--- src/rtl/rre_pkg.sv ---
// shared types and constants for the return and rotate execution block
package rre_pkg;

   // ------------------------------------------------------------------
   // widths
   // ------------------------------------------------------------------
   localparam int RRE_DATA_W = 8;
   localparam int RRE_PC_W_DEF = 12;
   localparam int RRE_ADDR_W_DEF = 8;

   // ------------------------------------------------------------------
   // reset values and operations
   // ------------------------------------------------------------------
   localparam logic [RRE_DATA_W-1:0] RRE_DATA_RST = 8'h00;
   localparam logic [0:0] RRE_BIT_SET = 1'h1;

   typedef enum logic [2:0] {
      OP_SUBROUTINE_EXIT,
      OP_SUBROUTINE_EXIT_WITH_LITERAL,
      OP_INTERRUPT_EXIT,
      OP_ROTATE_LEFT_IN_PLACE,
      OP_ROTATE_LEFT_TO_ACCUMULATOR
   } rre_op_e;

   typedef enum logic [1:0] {
      ST_IDLE,
      ST_READ,
      ST_WRITE
   } rre_state_e;

endpackage : rre_pkg

--- src/rtl/rre_exec.sv ---
// execution of return and rotate-left instructions inside the core
// Function
// - a subroutine exit reloads the pc from the return stack top and touches no flag.
// - a subroutine exit with literal reloads the pc and writes the immediate into the accumulator.
// - an interrupt exit reloads the pc and sets the global interrupt enable to 1, no flags.
// - an interrupt exit with an interrupt pending services that interrupt before resuming.
// - rotate left in place rotates the data byte left by one, bit 7 into bit 0, and writes it back.
// - rotate left to accumulator writes the same rotation only to the accumulator, memory kept.
`timescale 1ns/100ps
module rre_exec
   import rre_pkg::*;
#(
   parameter int PC_W = rre_pkg::RRE_PC_W_DEF,
   parameter int ADDR_W = rre_pkg::RRE_ADDR_W_DEF
) (
   // clock, reset, enable
   input wire logic clk_sys_in,
   input wire logic rst_in,
   input wire logic ce_in,
   // decoded instruction issue
   input wire logic op_valid_in,
   input wire rre_pkg::rre_op_e op_code_in,
   input wire logic [rre_pkg::RRE_DATA_W-1:0] op_imm_in,
   input wire logic [ADDR_W-1:0] op_addr_in,
   output logic op_ready_out,
   // return stack
   input wire logic [PC_W-1:0] stack_top_in,
   output logic stack_pop_out,
   // program counter
   output logic pc_load_out,
   output logic [PC_W-1:0] pc_value_out,
   // accumulator
   output logic acc_we_out,
   output logic [rre_pkg::RRE_DATA_W-1:0] acc_data_out,
   // data memory, read data one cycle after the read strobe
   output logic mem_rd_out,
   output logic mem_we_out,
   output logic [ADDR_W-1:0] mem_addr_out,
   output logic [rre_pkg::RRE_DATA_W-1:0] mem_wdata_out,
   input wire logic [rre_pkg::RRE_DATA_W-1:0] mem_rdata_in,
   // interrupt controller
   input wire logic irq_pending_in,
   output logic global_interrupt_enable_set_out,
   output logic irq_service_out
);
   import rre_pkg::*;

   // ------------------------------------------------------------------
   // state
   // ------------------------------------------------------------------
   typedef struct packed {
      rre_state_e state;
      logic to_acc;
      logic pc_load;
      logic [PC_W-1:0] pc_value;
      logic stack_pop;
      logic acc_we;
      logic [RRE_DATA_W-1:0] acc_data;
      logic mem_rd;
      logic mem_we;
      logic [ADDR_W-1:0] mem_addr;
      logic [RRE_DATA_W-1:0] mem_wdata;
      logic gie_set;
      logic irq_service;
   } rre_exec_s;

   rre_exec_s cur;
   rre_exec_s next_cur;
   logic [RRE_DATA_W-1:0] rot_result;
   logic take;

   // ------------------------------------------------------------------
   // rotator
   // ------------------------------------------------------------------
   rre_rotl #(
      .W(RRE_DATA_W)
   ) u_rotl (
      .data_in(mem_rdata_in),
      .data_out(rot_result)
   );

   // new instruction only accepted while idle, so rotates stall the issue path
   assign op_ready_out = (cur.state == ST_IDLE);
   assign take = op_valid_in && op_ready_out;

   // ------------------------------------------------------------------
   // next state
   // ------------------------------------------------------------------
   // strobes are one-cycle pulses; no flag write path exists here at all
   always_comb
   begin
      next_cur = cur;
      next_cur.pc_load = 1'b0;
      next_cur.stack_pop = 1'b0;
      next_cur.acc_we = 1'b0;
      next_cur.mem_rd = 1'b0;
      next_cur.mem_we = 1'b0;
      next_cur.gie_set = 1'b0;
      next_cur.irq_service = 1'b0;
      case (cur.state)
         ST_IDLE:
         begin
            if (take)
            begin
               case (op_code_in)
                  OP_SUBROUTINE_EXIT,
                  OP_SUBROUTINE_EXIT_WITH_LITERAL,
                  OP_INTERRUPT_EXIT:
                  begin
                     next_cur.pc_load = 1'b1;
                     next_cur.pc_value = stack_top_in;
                     next_cur.stack_pop = 1'b1;
                     if (op_code_in == OP_SUBROUTINE_EXIT_WITH_LITERAL)
                     begin
                        next_cur.acc_we = 1'b1;
                        next_cur.acc_data = op_imm_in;
                     end
                     if (op_code_in == OP_INTERRUPT_EXIT)
                     begin
                        next_cur.gie_set = RRE_BIT_SET[0];
                        // pending request is vectored first; the popped pc is
                        // what the controller pushes as its return address
                        next_cur.irq_service = irq_pending_in;
                     end
                  end
                  OP_ROTATE_LEFT_IN_PLACE,
                  OP_ROTATE_LEFT_TO_ACCUMULATOR:
                  begin
                     next_cur.state = ST_READ;
                     next_cur.mem_rd = 1'b1;
                     next_cur.mem_addr = op_addr_in;
                     next_cur.to_acc = (op_code_in == OP_ROTATE_LEFT_TO_ACCUMULATOR);
                  end
                  default:
                  begin
                     next_cur.state = ST_IDLE;
                  end
               endcase
            end
         end
         ST_READ:
         begin
            // memory answers in the cycle after the read strobe
            next_cur.state = ST_WRITE;
         end
         ST_WRITE:
         begin
            next_cur.state = ST_IDLE;
            if (cur.to_acc)
            begin
               next_cur.acc_we = 1'b1;
               next_cur.acc_data = rot_result;
            end
            else
            begin
               next_cur.mem_we = 1'b1;
               next_cur.mem_wdata = rot_result;
            end
         end
         default:
         begin
            next_cur.state = ST_IDLE;
         end
      endcase
   end

   // ------------------------------------------------------------------
   // registers
   // ------------------------------------------------------------------
   // clock enable low freezes everything, strobes included
   always_ff @(posedge clk_sys_in or posedge rst_in)
   begin
      if (rst_in)
      begin
         cur <= '0;
         cur.state <= ST_IDLE;
      end
      else if (ce_in)
      begin
         cur <= next_cur;
      end
   end

   // ------------------------------------------------------------------
   // outputs
   // ------------------------------------------------------------------
   assign pc_load_out = cur.pc_load;
   assign pc_value_out = cur.pc_value;
   assign stack_pop_out = cur.stack_pop;
   assign acc_we_out = cur.acc_we;
   assign acc_data_out = cur.acc_data;
   assign mem_rd_out = cur.mem_rd;
   assign mem_we_out = cur.mem_we;
   assign mem_addr_out = cur.mem_addr;
   assign mem_wdata_out = cur.mem_wdata;
   assign global_interrupt_enable_set_out = cur.gie_set;
   assign irq_service_out = cur.irq_service;

   // ------------------------------------------------------------------
   // assertions
   // ------------------------------------------------------------------
   property p_sub_exit;
      @(posedge clk_sys_in) disable iff (rst_in)
      (ce_in && take && op_code_in == OP_SUBROUTINE_EXIT) |=>
         pc_load_out && pc_value_out == $past(stack_top_in) && !acc_we_out
         && !global_interrupt_enable_set_out;
   endproperty
   a_sub_exit: assert property (p_sub_exit)
      else $error("subroutine exit did not reload pc cleanly");

   property p_lit_exit;
      @(posedge clk_sys_in) disable iff (rst_in)
      (ce_in && take && op_code_in == OP_SUBROUTINE_EXIT_WITH_LITERAL) |=>
         pc_load_out && acc_we_out && acc_data_out == $past(op_imm_in);
   endproperty
   a_lit_exit: assert property (p_lit_exit)
      else $error("literal exit lost pc reload or immediate");

   property p_int_exit;
      @(posedge clk_sys_in) disable iff (rst_in)
      (ce_in && take && op_code_in == OP_INTERRUPT_EXIT) |=>
         global_interrupt_enable_set_out && pc_load_out && !acc_we_out;
   endproperty
   a_int_exit: assert property (p_int_exit)
      else $error("interrupt exit did not set global enable");

   property p_int_pending;
      @(posedge clk_sys_in) disable iff (rst_in)
      (irq_service_out && $past(ce_in)) |-> global_interrupt_enable_set_out && pc_load_out
         && $past(irq_pending_in);
   endproperty
   a_int_pending: assert property (p_int_pending)
      else $error("interrupt service without pending interrupt exit");

   property p_rot_mem;
      @(posedge clk_sys_in) disable iff (rst_in)
      (mem_we_out && $past(ce_in)) |->
         mem_wdata_out == {$past(mem_rdata_in[6:0]), $past(mem_rdata_in[7])}
         && !acc_we_out && $past(cur.state == ST_WRITE, 1);
   endproperty
   a_rot_mem: assert property (p_rot_mem)
      else $error("in-place rotate result wrong");

   property p_rot_acc;
      @(posedge clk_sys_in) disable iff (rst_in)
      (acc_we_out && !pc_load_out && $past(ce_in)) |->
         acc_data_out == {$past(mem_rdata_in[6:0]), $past(mem_rdata_in[7])}
         && !mem_we_out;
   endproperty
   a_rot_acc: assert property (p_rot_acc)
      else $error("accumulator rotate result wrong or memory written");

   property p_one_pop;
      @(posedge clk_sys_in) disable iff (rst_in)
      (stack_pop_out == pc_load_out) and (ce_in && !take |=> !stack_pop_out);
   endproperty
   a_one_pop: assert property (p_one_pop)
      else $error("stack pop not paired one to one with pc reload");

   property p_rot_read;
      @(posedge clk_sys_in) disable iff (rst_in)
      (ce_in && take && (op_code_in == OP_ROTATE_LEFT_IN_PLACE
         || op_code_in == OP_ROTATE_LEFT_TO_ACCUMULATOR)) |=>
         mem_rd_out && mem_addr_out == $past(op_addr_in) && !op_ready_out;
   endproperty
   a_rot_read: assert property (p_rot_read)
      else $error("rotate did not read the addressed byte");

   c_int_pending: cover property (@(posedge clk_sys_in) disable iff (rst_in)
      irq_service_out);
   c_rot_mem: cover property (@(posedge clk_sys_in) disable iff (rst_in)
      mem_we_out);
   c_rot_acc: cover property (@(posedge clk_sys_in) disable iff (rst_in)
      acc_we_out && !pc_load_out);
   c_lit_exit: cover property (@(posedge clk_sys_in) disable iff (rst_in)
      acc_we_out && pc_load_out);

endmodule : rre_exec

--- src/rtl/rre_rotl.sv ---
// one-position left rotation, msb wraps into lsb
`timescale 1ns/100ps
module rre_rotl #(
   parameter int W = 8
) (
   // operand and result
   input wire logic [W-1:0] data_in,
   output logic [W-1:0] data_out
);

   // ------------------------------------------------------------------
   // rotation
   // ------------------------------------------------------------------
   // old top bit lands in bit 0; no carry involved
   always_comb
   begin
      data_out = {data_in[W-2:0], data_in[W-1]};
   end

endmodule : rre_rotl

--- config.mk ---
export PLATFORM = sky130hd
export DESIGN_NAME = rre_exec
export DESIGN_NICKNAME = d
export VERILOG_FILES = /design/src/rtl/rre_pkg.sv /design/src/rtl/rre_exec.sv /design/src/rtl/rre_rotl.sv
export SDC_FILE = /design/constraint.sdc
export NUM_CORES = 1
export LEC_CHECK = 0
export ABC_AREA = 1
export BUFFER_PORTS_ARGS = -buffer_cell sky130_fd_sc_hd__clkbuf_2
export CAP_MARGIN = 20
export CORE_MARGIN = 2
export CORE_UTILIZATION = 44
export DETAILED_ROUTE_END_ITERATION = 16
export PLACE_DENSITY = 0.83
export SETUP_SLACK_MARGIN = 0.3
export SLEW_MARGIN = 20
export SYNTH_ARGS = -nofsm -noshare
export SYNTH_HDL_FRONTEND = slang
export SYNTH_HIERARCHICAL = 1
export SYNTH_SLANG_ARGS = --single-unit
--- constraint.sdc ---
create_clock -name clk_sys_in -period 1.2 [get_ports clk_sys_in]
set_clock_uncertainty 0.05 [all_clocks]
set_input_delay 0.12 -clock clk_sys_in [delete_from_list [all_inputs] [get_ports clk_sys_in]]
set_output_delay 0.12 -clock clk_sys_in [all_outputs]
set_load 0.02 [all_outputs]
=== Word-level counts from Yosys, hierarchy flattened ===
Cells that the tools add are included.

* Word-level logic and storage cells: 53
* Output and inout bits: 44
* Register bits after elaboration: 46
* Input bits: 44

* Muxes and demuxes: 17
* Reduce and logical (&&, ||, !) cells: 11
* Equality and inequality tests: 11
* Bitwise operators: 1

{| class="wikitable"
|+ Operators with widths
! operator !! count
|-
| $mux 27 || 1
|-
| $mux 23 || 1
|-
| $mux 9 || 2
|-
| $pmux 9 s2 || 1
|-
| $mux 14 || 1
|-
| $mux 2 || 4
|-
| $pmux 2 s2 || 2
|-
| $reduce_and 4->1 || 2
|-
| $eq 3x2->1 const B || 2
|-
| $ne 2x1->1 const B || 3
|-
| $reduce_and 3->1 || 2
|-
| $reduce_and 6->1 || 1
|-
| $mux 1 || 5
|-
| $ne 2x2->1 const B || 2
|-
| $eq 3x1->1 const B || 1
|-
| $eq 3x3->1 const B || 1
|-
| $logic_not 3->1 || 1
|-
| $reduce_or 3->1 || 1
|-
| $eq 2x1->1 const B || 1
|-
| $eq 2x2->1 const B || 1
|-
| $logic_not 2->1 || 1
|-
| $reduce_bool 2->1 || 1
|-
| $reduce_or 2->1 || 1
|-
| $logic_and 1x1->1 || 1
|-
| $not 1->1 || 1
|}

=== Logic depth before layout (Yosys ltp) ===
Gate-level depths: netlist of run 1.

* Depth after elaboration: 5
* Depth in mapped cells: 7
* Gate-level depth less buffers: 7

=== By module ===
The synthesis of run 1 kept the hierarchy.

{| class="wikitable"
|+ Modules (own cells, without submodules)
! module !! times used !! sequential area each (um^2) !! area an instance (um^2) !! cells each
|-
| rre_exec || 1 || 1126.1 || 2225.9 || 268
|-
| rre_rotl || 1 || 0.0 || 60.1 || 8
|}

=== Least setup slack after synthesis of run 1 ===
Ideal clock, no wire load.

* Path kind: reg2reg
* From: register cur[45] in the netlist's numbering
* To: register cur (netlist bit pc_value_out[0])
* Arrival: 1.244 ns
* Path slack: -0.211 ns
* Library setup time: 0.116 ns
* Clock period less this slack: 1.411 ns
* Required time: 1.034 ns
* Path buffers: 1
* Stages on the path, launching flop included: 8
* Path through: dfrtp_1 nor2_4 nand3_4 nor2_4 inv_2 buf_6 nand2_1 nand2_1

* Word-level cells in the longest chain between the ends: 3

{| class="wikitable"
|+ RTL lines
! item !! line !! RTL
|-
| start: declaration || rre_exec.sv:67 || <nowiki>rre_exec_s cur;</nowiki>
|-
| start signal: assignment || rre_exec.sv:180 || <nowiki>cur <= next_cur;</nowiki>
|-
| $logic_not 2->1 (*) || rre_exec.sv:83 || <nowiki>assign op_ready_out = (cur.state == ST_IDLE);</nowiki>
|-
| named net op_ready_out || rre_exec.sv:25 || <nowiki>output logic op_ready_out,</nowiki>
|-
| $logic_and 1x1->1 || rre_exec.sv:84 || <nowiki>assign take = op_valid_in && op_ready_out;</nowiki>
|-
| $reduce_and 4->1 (no line) (*) || - ||
|}

Mark *: on every way through the listed nets, which the timed path passes. The rest lies on a longest branch.
A chain may end at the register's enable or synchronous reset.

=== Worst setup path after layout of run 1 ===
* From: register cur[44] in the netlist's numbering
* To: register cur (netlist bit mem_addr_out[5])

* Word-level cells in the longest chain between the ends: 3

{| class="wikitable"
|+ RTL lines
! item !! line
|-
| $logic_not 2->1 (*) || rre_exec.sv:83, rre_exec.sv:100
|-
| $logic_and 1x1->1 || rre_exec.sv:84
|-
| $reduce_and 4->1 (no line) (*) || -
|}

Every way passes the cells marked *; elsewhere a longest branch is shown, timed or not.

==> metrics.yaml, run 1 <==
clock_network:
  cts_root_buf: "clkbuf_8"
  clock_sinks: 45
  cts_tree: "done"
  path_clk_slew_ns: 0.08
  h-tree-depth: 2
  clockBufferDepth: 2
  insertion_delay_ns: 0.29
  numCtsBuffers: 5
critical_path:
  startpoint_type: "flop"
  arrival_ns: 1.45
  worst-endpoint-required_ns: 1.33
  crit_path_end_kind: "flop"
  crit_path_max_fanout: 5
  worstSetupPathType: "flop to flop"
place:
  io_buffers: 87
  dpl-instance-area_sq_mm: 0.00256
  hpwl_mm: 3.52
  gp_congestion: 0.841
drt:
  wl_per_cell_um: 13.4
  dr.first_iter.drc_count: 80
  post-route-drc-count: 0
  drt-pass1-iter-count: 4
  final_antenna_net_count: 0
  vias: 2085
  wl_mm: 6.02
  via_per_inst: 4.62
global_routing:
  grt_usage_pct: 20.8
  grt_pass1_vias: 2028
  overflow: 0
  grt_max_degree: 46
  grt_pass1_wl_mm: 9.63
  grt_antenna_before_repair: 0
power_and_ir_drop:
  powerDensity_mw_per_mm2: 2200
  peakVddDrop_v: 0.00108
  power_leakage_nw: 1.85
cells_and_area:
  utilization_pct: 69.0
  nFillCells: 402
  drive_above_1_share_pct: 42.3
  diodes: 0
  design_area_sq_mm: 0.00350
  area_growth_pct: 53.1
  nNetsFinal: 426
sta:
  rsz0062_at_grt: "yes"
  hold_viol_final: 0
  slew_viol_final: 0
  maxSlewHeadroom_pct: 82.0
  setup_violations: 31
  min_period_over_period_pct: 110
  fin_ws_ns: -0.122
  worst_slew_pin_slew_ns: 0.267
  fmaxAchievable_mhz: 756
  fin_setup_tns_ns: -2.52
  min_period_ns: 1.32
synthesis:
  syn_area_per_cell_sq_um: 8.28
  ys_seq_area_share_pct: 49.3
  synth_nets: 320
  synth_ff_type: "dfrtp_1"
  syn-cell-area_sq_mm: 0.00229
  synth_cell_types: 20
  synth_edf_count: 0
  async_flop_share_pct: 100
  syn_inst: 276
  ys_ff_latch: 45
  yosys_warnings: 6
floorplan:
  die_h_um: 76.1
  die_area_sq_mm: 0.00579
  io_pins: 88
  rows: 26
  start_util_pct: 45.0
  placeableCoreArea_sq_mm: 0.00507
  die_w_um: 76.1
status:
  status: "finished with violations"
  violations: "setup timing"
run:
  cap_violations: 0
worst_hold_path:
  hold_path.class: "input pin to flop"
synth_stat cells (2+ instances only):
| master | number | share of area [%] |
|---|---|---|
| inv_1 | 14 | 2.3 |
| nor2_1 | 4 | 0.66 |
| buf_4 | 46 | 15 |
| nand2_1 | 109 | 18 |
| o21ai_0 | 26 | 5.7 |
| buf_2 | 3 | 0.66 |
| dfrtp_1 | 45 | 49 |
| inv_2 | 2 | 0.33 |
| o21ai_1 | 2 | 0.44 |
| nand4_1 | 2 | 0.55 |
| nor2_2 | 2 | 0.55 |
| nor2_4 | 2 | 0.99 |
| a21oi_1 | 2 | 0.44 |
| nand3_1 | 11 | 2.4 |
power by group:
| part | total [W] | internal [W] | switching, W | leakage, nW |
|---|---|---|---|---|
| Combinational | 0.00424 | 0.00228 | 0.00196 | 1.24 |
| Clock | 0.000872 | 0.000384 | 0.000488 | 0.0399 |
| Sequential | 0.00259 | 0.00214 | 0.000449 | 0.578 |
| Total | 0.00770 | 0.00481 | 0.00290 | 1.85 |
state kept, by name, indices dropped and copies added (netlist names):
signal / cells
mem_wdata_out: 8
acc_data_out: 8
mem_addr_out: 8
mem_we_out: 1
pc_load_out: 1
acc_we_out: 1
cur: 3
irq_service_out: 1
pc_value_out: 12
mem_rd_out: 1
global_interrupt_enable_set_out: 1
critical path, cell delays in order (launching register included):
cell and delay (ns):
dfrtp_2 0.45, nor2_4 0.16, nand3_4 0.13, buf_4 0.18
o21ai_1 0.15, nand2_1 0.07
final timing paths:
kind,end,slack (ns),cells after the start,from
max reg2reg,mem_addr_out[5]$_DFFE_PP0P_,-0.12,5,cur[44]$_DFFE_PP0P_
min in group asynchronous,acc_data_out[3]$_DFFE_PP0P_,0.38,4,rst_in
max in group asynchronous,cur[44]$_DFFE_PP0P_,0.50,4,rst_in
min reg2reg,pc_value_out[0]$_DFFE_PP0P_,0.45,2,pc_value_out[0]$_DFFE_PP0P_
min,irq_service_out$_DFFE_PP0P_,0.01,3,irq_pending_in
max,mem_addr_out[5]$_DFFE_PP0P_,-0.12,5,cur[44]$_DFFE_PP0P_
stage by stage:
stage               hold slack (ns)  instances  setup WS (ns)  power [W]
floorplan                    0.0806        276         -0.179    0.00483
global placement              0.132        397         -0.151    0.00497
detailed placement            0.139        397         -0.245    0.00503
CTS                         0.00638        435         -0.140    0.00725
global route                0.00813        451         -0.198    0.00813
finish                       0.0106        451         -0.122    0.00770
cells in the final DEF, fill, tap and decap left out, types with 4 or more instances in the layout:
| cell type | Yosys | routed |
|---|---|---|
| buf_6 | 1 | 10 |
| dfrtp_1 | 45 | 43 |
| inv_2 | 2 | 4 |
| nand2_2 | 1 | 5 |
| inv_1 | 14 | 10 |
| o21ai_1 | 2 | 13 |
| nor2_4 | 2 | 4 |
| clkbuf_8 | 0 | 43 |
| buf_4 | 46 | 35 |
| clkbuf_2 | 1 | 43 |
| nand3_1 | 11 | 11 |
| nand2_1 | 109 | 104 |
| dlygate4sd3_1 | 0 | 21 |
| o21ai_0 | 26 | 13 |
layer usage:
| metal | vias to the layer above | wire length, um | global-route usage [%] |
|---|---|---|---|
| met5 | - | 0 | 0 |
| met4 | 0 | 96 | 6.00 |
| met3 | 9 | 286 | 4.98 |
| met2 | 72 | 3090 | 36.8 |
| met1 | 974 | 2550 | 25.4 |
| li1 | 1030 | - | - |
kinds of logic (layout without fill, tap and decap cells):
kind of cell	Yosys count	in the layout	share of synthesized area, %
AO/OA/AOI/OAI	32	32	7.55
flip-flops	45	45	49.3
AND/OR/NAND/NOR	132	133	24.1
buffers and inverters	67	171	19.1
what timing repair did:
action / in CTS / in global routing
pin swaps: 7 / 10
endpoints found under the hold margin: 65 / 0
resized for setup: 111 / 20
setup buffers: 10 / 16
hold buffers: 21 / 0
gates cloned: 1 / 0
endpoints found under the setup margin: 89 / 89
layout make-up:
cell class	count	area, sq um	area share, %
Sequential cell	45	1130	32.2
Tap cell	70	87.6	2.50
Multi-Input combinational cell	165	785	22.4
Clock inverter	1	5.00	0.143
Timing Repair Buffer	149	1360	38.8
Inverter	16	66.3	1.89
Clock buffer	5	68.8	1.97
Note: power is estimated with default switching activity, not from simulation.
==> run 2: changes to the inputs <==
--- a/config.mk
+++ b/config.mk
@@ -5,9 +5,9 @@
 export SDC_FILE = /design/constraint.sdc
 export NUM_CORES = 1
 export LEC_CHECK = 0
-export ABC_AREA = 1
 export BUFFER_PORTS_ARGS = -buffer_cell sky130_fd_sc_hd__clkbuf_2
 export CAP_MARGIN = 20
+export CORE_ASPECT_RATIO = 0.75
 export CORE_MARGIN = 2
 export CORE_UTILIZATION = 44
 export DETAILED_ROUTE_END_ITERATION = 16
==> metrics.yaml, run 2 <==
place:
  io_buffers: 87  # unchanged
  dp.cells: 286  # -28%
  gp_congestion: 0.775  # -7.9%
  place_ws_ns: -0.515  # -0.269 ns
  hpwl_mm: 3.37  # -4.2%
sta:
  hold_viol_final: 16  # +16
  fin_setup_tns_ns: -13.66  # -11.15 ns
  slew_viol_final: 0  # unchanged
  min_period_over_period_pct: 132  # +21 points
  timing.hold.ws_ns: -0.256  # -0.267 ns
  setup_violations: 45  # +45%
  fin_ws_ns: -0.379  # -0.257 ns
  fmaxAchievable_mhz: 633  # -16%
  worst_slew_pin_slew_ns: 0.647  # +0.380 ns
  rsz0062_at_grt: "yes"
  min_period_ns: 1.58  # +0.257 ns
  maxSlewHeadroom_pct: 56.7  # -25 points
clock_network:
  clock_sinks: 45  # unchanged
  cts_tree: "done"
  h-tree-depth: 2  # unchanged
  insertion_delay_ns: 0.30  # about the same
  path_clk_slew_ns: 0.08  # about the same
  numCtsBuffers: 5  # unchanged
  cts_root_buf: "clkbuf_8"
  clockBufferDepth: 2  # unchanged
global_routing:
  grt_pass1_wl_mm: 8.47  # -12%
  grt_pass1_vias: 1661  # -18%
  grt_antenna_before_repair: 0  # unchanged
  overflow: 0  # unchanged
  grt_max_degree: 30  # -35%
  grt_usage_pct: 19.7  # -1.1 points
drt:
  wl_met2_mm: 2.66  # -14%
  drt-pass1-iter-count: 4  # unchanged
  via_per_inst: 4.92  # +6.5%
  wirelength_met1_mm: 2.47  # -3.3%
  wl_met3_um: 406  # +42%
  post-route-drc-count: 0  # unchanged
  wl_per_cell_um: 16.5  # +24%
  wl_mm: 5.59  # -7.1%
  dr.first_iter.drc_count: 60  # -25%
  final_antenna_net_count: 0  # unchanged
  vias: 1669  # -20%
  routed.top_layer: "met4"
synthesis:
  syn_area_per_cell_sq_um: 12.9  # +56%
  yosys_warnings: 6  # unchanged
  async_flop_share_pct: 100  # unchanged
  synth_top_area_share_pct: 50.4  # +1.1 points
  synth_ff_type: "dfrtp_1"
  syn_inst: 173  # -37%
  netlist_top_cells_area: "dfrtp_1 50%, mux2_2 18%, buf_4 15%"
  synth_nets: 217  # -32%
  syn-cell-area_sq_mm: 0.00224  # -2.2%
  ys_seq_area_share_pct: 50.4  # +1.1 points
  synth_edf_count: 0  # unchanged
  synth_cell_types: 28  # +40%
  ys_ff_latch: 45  # unchanged
  synth_common_cells: "45 x buf_4, 45 x dfrtp_1, 36 x mux2_2, 9 x a32o_1, 5 x inv_1"
  yosysTopAreaCell: "dfrtp_1"
cells_and_area:
  regArea_sq_mm: 0.00113  # +0.11%
  drive_above_1_share_pct: 69.5  # +27 points
  final_cell_mix: "47 x clkbuf_8, 43 x clkbuf_2, 42 x dfrtp_1"
  multi_input_area_sq_um: 887  # +13%
  area_growth_pct: 61.6
  largest_reg_flops: 12  # unchanged
  diodes: 0  # unchanged
  nFillCells: 299  # -26%
  final_common_cell: "clkbuf_8"
  layout.cells.non_filler: 339  # -25%
  nNetsFinal: 322  # -24%
power_and_ir_drop:
  peakVddDrop_v: 0.000898  # -17%
  finalPower_w: 0.00511  # -34%
  powerDensity_mw_per_mm2: 1410  # -36%
  power_leakage_nw: 1.80  # -3.0%
critical_path:
  worstSetupPathType: "flop to flop"
  startpoint_type: "flop"
  critPathSlowestCell: "dfrtp_2"
  arrival_ns: 1.72  # +0.27 ns
  slowest_delay_ns: 0.50  # +0.05 ns
  crit_chain: "nand4bb_4, a21oi_4, buf_12, mux2_4"
  worst-endpoint-required_ns: 1.34  # about the same
  crit_path_end_kind: "flop"
  crit_path_max_fanout: 7  # +2
floorplan:
  placeableCoreArea_sq_mm: 0.00490  # -3.5%
  io_pins: 88  # unchanged
  start_util_pct: 45.6  # +0.59 points
  die_h_um: 65.7  # -14%
  die_area_sq_mm: 0.00567  # -2.0%
  rows: 22  # -15%
  die_w_um: 86.3  # +13%
status:
  violations: "hold timing, setup timing"
  status: "finished with violations"
run:
  cap_violations: 0  # unchanged
worst_hold_path:
  hold_path.class: "input pin to async pin"
run 2: cell types whose count changed in the layout (fill, tap and decap cells not counted), moves of 9 or more:
cell	delta
o21ai_1	-11
nand3_1	-11
mux2_4	+24
a32o_1	+9
nand2_1	-102
o21ai_0	-13
mux2_2	+12
run 2: logic make-up after synthesis:
| family | after synthesis | synth area share, % |
|---|---|---|
| AO/OA/AOI/OAI | 19 | 8.34 |
| flip-flops | 45 | 50.4 |
| AND/OR/NAND/NOR | 17 | 5.76 |
| buffers and inverters | 55 | 17.0 |
| multiplexers | 37 | 18.6 |
run 2: through the flow:
step / utilization, % / instance area, sq um / hold slack [ns]
after CTS: 70.4 / 3450 / -0.255
final: 73.7 / 3610 / -0.256
after detailed placement: 54.0 / 2650 / 0.0750
after floorplan: - / 2330 / 0.0806
after global placement: 54.0 / 2650 / 0.0650
after global routing: 73.7 / 3610 / -0.239
run 2: timing repair:
item / 4_1_cts / 5_1_grt
hold buffers: 12 / 1
buffers inserted: 16 / 16
gates resized for setup: 108 / 10
pin swaps: 2 / 3
endpoints found under the hold margin: 28 / 17
cloned: 0 / 0
endpoints found under the setup margin: 89 / 89
run 2: path summary, 6_finish.rpt:
path	start	end	slack, ns	cells after the start
min in group clk_sys_in	op_addr_in[7]	mem_addr_out[7]$_DFFE_PP0P_	0	2
hold / removal	rst_in	pc_value_out[4]$_DFFE_PP0P_	-0.26	2
setup / recovery	cur[45]$_DFFE_PP0P_	mem_addr_out[7]$_DFFE_PP0P_	-0.38	4
hold reg to reg	mem_we_out$_DFFE_PP0P_	mem_we_out$_DFFE_PP0P_	0.48	1
setup reg to reg	cur[45]$_DFFE_PP0P_	mem_addr_out[7]$_DFFE_PP0P_	-0.38	4
max in group asynchronous	rst_in	cur[45]$_DFFE_PP0P_	0.88	3
run 2: layer usage:
| metal | track usage (%) | vias to the layer above |
|---|---|---|
| met1 | 25.4 | 826 |
| li1 | - | 773 |
| met3 | 6.66 | 7 |
| met5 | 0 | - |
| met2 | 31.8 | 63 |
| met4 | 5.47 | 0 |
run 2: cell type report:
cell class              instances  area share (%)
clock inverters                 1           0.139
well taps                      60            2.08
clock buffers                   7            2.67
repair buffers                148            38.7
inverters                       5           0.623
multi-input cells              73            24.5
flip-flops and latches         45            31.3
run 2: report_power, final:
part	internal (W)	leakage (nW)	total (W)	switching (W)
Clock	0.000521	0.0542	0.00104	0.000515
Combinational	0.00127	1.17	0.00206	0.000786
Sequential	0.00179	0.574	0.00201	0.000217
run 2: worst max-delay path: cells and delay by family, from the launching register on:
| kind | cells | cell delay (ns) |
|---|---|---|
| buffers and inverters | 1 | 0.16 |
| and+or+nand+nor | 1 | 0.28 |
| AOI/OAI and AO/OA | 1 | 0.19 |
| muxes | 1 | 0.30 |
| DFF | 1 | 0.50 |
==> run 3: changes to the inputs <==
--- a/config.mk
+++ b/config.mk
@@ -12,7 +12,7 @@
 export CORE_UTILIZATION = 44
 export DETAILED_ROUTE_END_ITERATION = 16
 export PLACE_DENSITY = 0.83
-export SETUP_SLACK_MARGIN = 0.3
+export SETUP_SLACK_MARGIN = 0.4
 export SLEW_MARGIN = 20
 export SYNTH_ARGS = -nofsm -noshare
 export SYNTH_HDL_FRONTEND = slang
==> metrics.yaml, run 3 (synthesis gave the netlist of run 2 again) <==
place:
  io_buffers: 87  # unchanged
  gp_congestion: 0.775  # unchanged
  hpwl_mm: 3.37  # unchanged
  dpl-instance-area_sq_mm: 0.00265  # unchanged
critical_path:
  crit_path_end_kind: "flop"
  crit_path_max_fanout: 7  # unchanged
  startpoint_type: "flop"
  reg2reg_slack_ns: -0.37  # about the same
  rr_startpoint: "cur[45]$_DFFE_PP0P_"
  reg2reg_depth: 4  # unchanged
  worst-endpoint-required_ns: 1.34  # about the same
  arrival_ns: 1.71  # about the same
  r2r-end: "mem_addr_out[1]$_DFFE_PP0P_"
  worstSetupPathType: "flop to flop"
cells_and_area:
  drive_above_1_share_pct: 72.6  # +3.1 points
  final_cell_mix: "47 x clkbuf_8, 43 x clkbuf_2, 42 x dfrtp_1"
  design_area_sq_mm: 0.00346  # -4.2%
  utilization_pct: 70.6  # -3.1 points
  largest_reg_flops: 12  # unchanged
  nNetsFinal: 306  # -5.0%
  area_growth_pct: 54.8
  final_common_cell: "clkbuf_8"
  diodes: 0  # unchanged
  regArea_sq_mm: 0.00113  # unchanged
  multi_input_area_sq_um: 887  # unchanged
  nFillCells: 329  # +10%
sta:
  rsz0062_at_grt: "yes"
  hold_viol_final: 19  # +3
  fin_ws_ns: -0.370  # +0.00886 ns
  fmaxAchievable_mhz: 637  # +0.56%
  setup_violations: 45  # unchanged
  worst_slew_pin_slew_ns: 0.642  # -0.00465 ns
  slew_viol_final: 0  # unchanged
  min_period_ns: 1.57  # -0.00886 ns
  min_period_over_period_pct: 131  # -0.74 points
  maxSlewHeadroom_pct: 57.0  # +0.31 points
  timing.hold.ws_ns: -0.256  # +0.000843 ns
floorplan:
  die_w_um: 86.3  # unchanged
  die_h_um: 65.7  # unchanged
  start_util_pct: 45.6  # unchanged
  die_area_sq_mm: 0.00567  # unchanged
  rows: 22  # unchanged
  io_pins: 88  # unchanged
  placeableCoreArea_sq_mm: 0.00490  # unchanged
drt:
  wl_per_cell_um: 16.2  # -1.8%
  drt-pass1-iter-count: 4  # unchanged
  final_antenna_net_count: 0  # unchanged
  post-route-drc-count: 0  # unchanged
  wl_mm: 5.23  # -6.5%
  dr.first_iter.drc_count: 32  # -47%
  via_per_inst: 4.93  # +0.11%
  vias: 1592  # -4.6%
worst_hold_path:
  hold_path.class: "input pin to async pin"
clock_network:
  insertion_delay_ns: 0.30  # about the same
  path_clk_slew_ns: 0.08  # about the same
  cts_tree: "done"
  clockBufferDepth: 2  # unchanged
  cts_root_buf: "clkbuf_8"
  numCtsBuffers: 5  # unchanged
  h-tree-depth: 2  # unchanged
  clock_sinks: 45  # unchanged
global_routing:
  grt_antenna_before_repair: 0  # unchanged
  overflow: 0  # unchanged
  grt_usage_pct: 18.9  # -0.83 points
  grt_max_degree: 30  # unchanged
  grt_pass1_vias: 1588  # -4.4%
  grt_pass1_wl_mm: 8.14  # -3.9%
status:
  status: "finished with violations"
  violations: "hold timing, setup timing"
power_and_ir_drop:
  powerDensity_mw_per_mm2: 1450  # +2.5%
  peakVddDrop_v: 0.000904  # +0.62%
  power_leakage_nw: 1.73  # -3.8%
run:
  cap_violations: 0  # unchanged
[run 3: through the flow]
step                setup WS (ns)  setup TNS [ns]  hold WS, ns  total power [W]  instances
floorplan                  -0.306           -8.87       0.0806          0.00310        173
global placement           -0.486          -14.20       0.0650          0.00318        286
detailed placement         -0.515          -15.58       0.0750          0.00322        286
CTS                        -0.364          -12.26       -0.255          0.00486        310
global route               -0.407          -15.02       -0.241          0.00524        323
finish                     -0.370          -12.77       -0.256          0.00501        323
[run 3: where the power goes]
| group | total (W) | internal [W] | switching (W) |
|---|---|---|---|
| Combinational | 0.00197 | 0.00121 | 0.000755 |
| Sequential | 0.00201 | 0.00179 | 0.000213 |
| Clock | 0.00104 | 0.000521 | 0.000518 |
[run 3: critical path: stages (launching register included)]
cell	delay, ns
dfrtp_2	0.50
nand4bb_4	0.28
a21oi_4	0.18
buf_12	0.15
mux2_4	0.30
[run 3: how the worst max path moves through the flow]
stage	start	endpoint	slack, ns
2_1_floorplan	cur[44]$_DFFE_PP0P_	acc_data_out[0]$_DFFE_PP0P_	-0.31
6_report	cur[45]$_DFFE_PP0P_	mem_addr_out[1]$_DFFE_PP0P_	-0.37
4_1_cts	cur[44]$_DFFE_PP0P_	mem_addr_out[5]$_DFFE_PP0P_	-0.36
3_5_place_dp	op_code_in[1]	acc_data_out[3]$_DFFE_PP0P_	-0.51
3_3_place_gp	op_code_in[1]	acc_data_out[2]$_DFFE_PP0P_	-0.49
5_1_grt	cur[45]$_DFFE_PP0P_	mem_addr_out[1]$_DFFE_PP0P_	-0.41
[run 3: area by class of cell]
type,count,area share [%]
flip-flops and latches,45,32.6
repair buffers,132,36.0
multi-input cells,73,25.6
well taps,60,2.17
clock inverters,1,0.145
clock buffers,7,2.78
inverters,5,0.651
[run 3: what timing repair did]
| action | 4_1_cts | 5_1_grt |
|---|---|---|
| pin swaps | 2 | 3 |
| endpoints found under the setup margin | 89 | 89 |
| setup buffers | 16 | 13 |
| endpoints found under the hold margin | 28 | 22 |
| resized for setup | 108 | 10 |
[run 3: routing by layer]
layer,GRT usage (%),share of wire (%)
met5,0,0
met1,24.7,45
met2,29.4,46
met3,7.04,8.3
met4,5.47,1.1
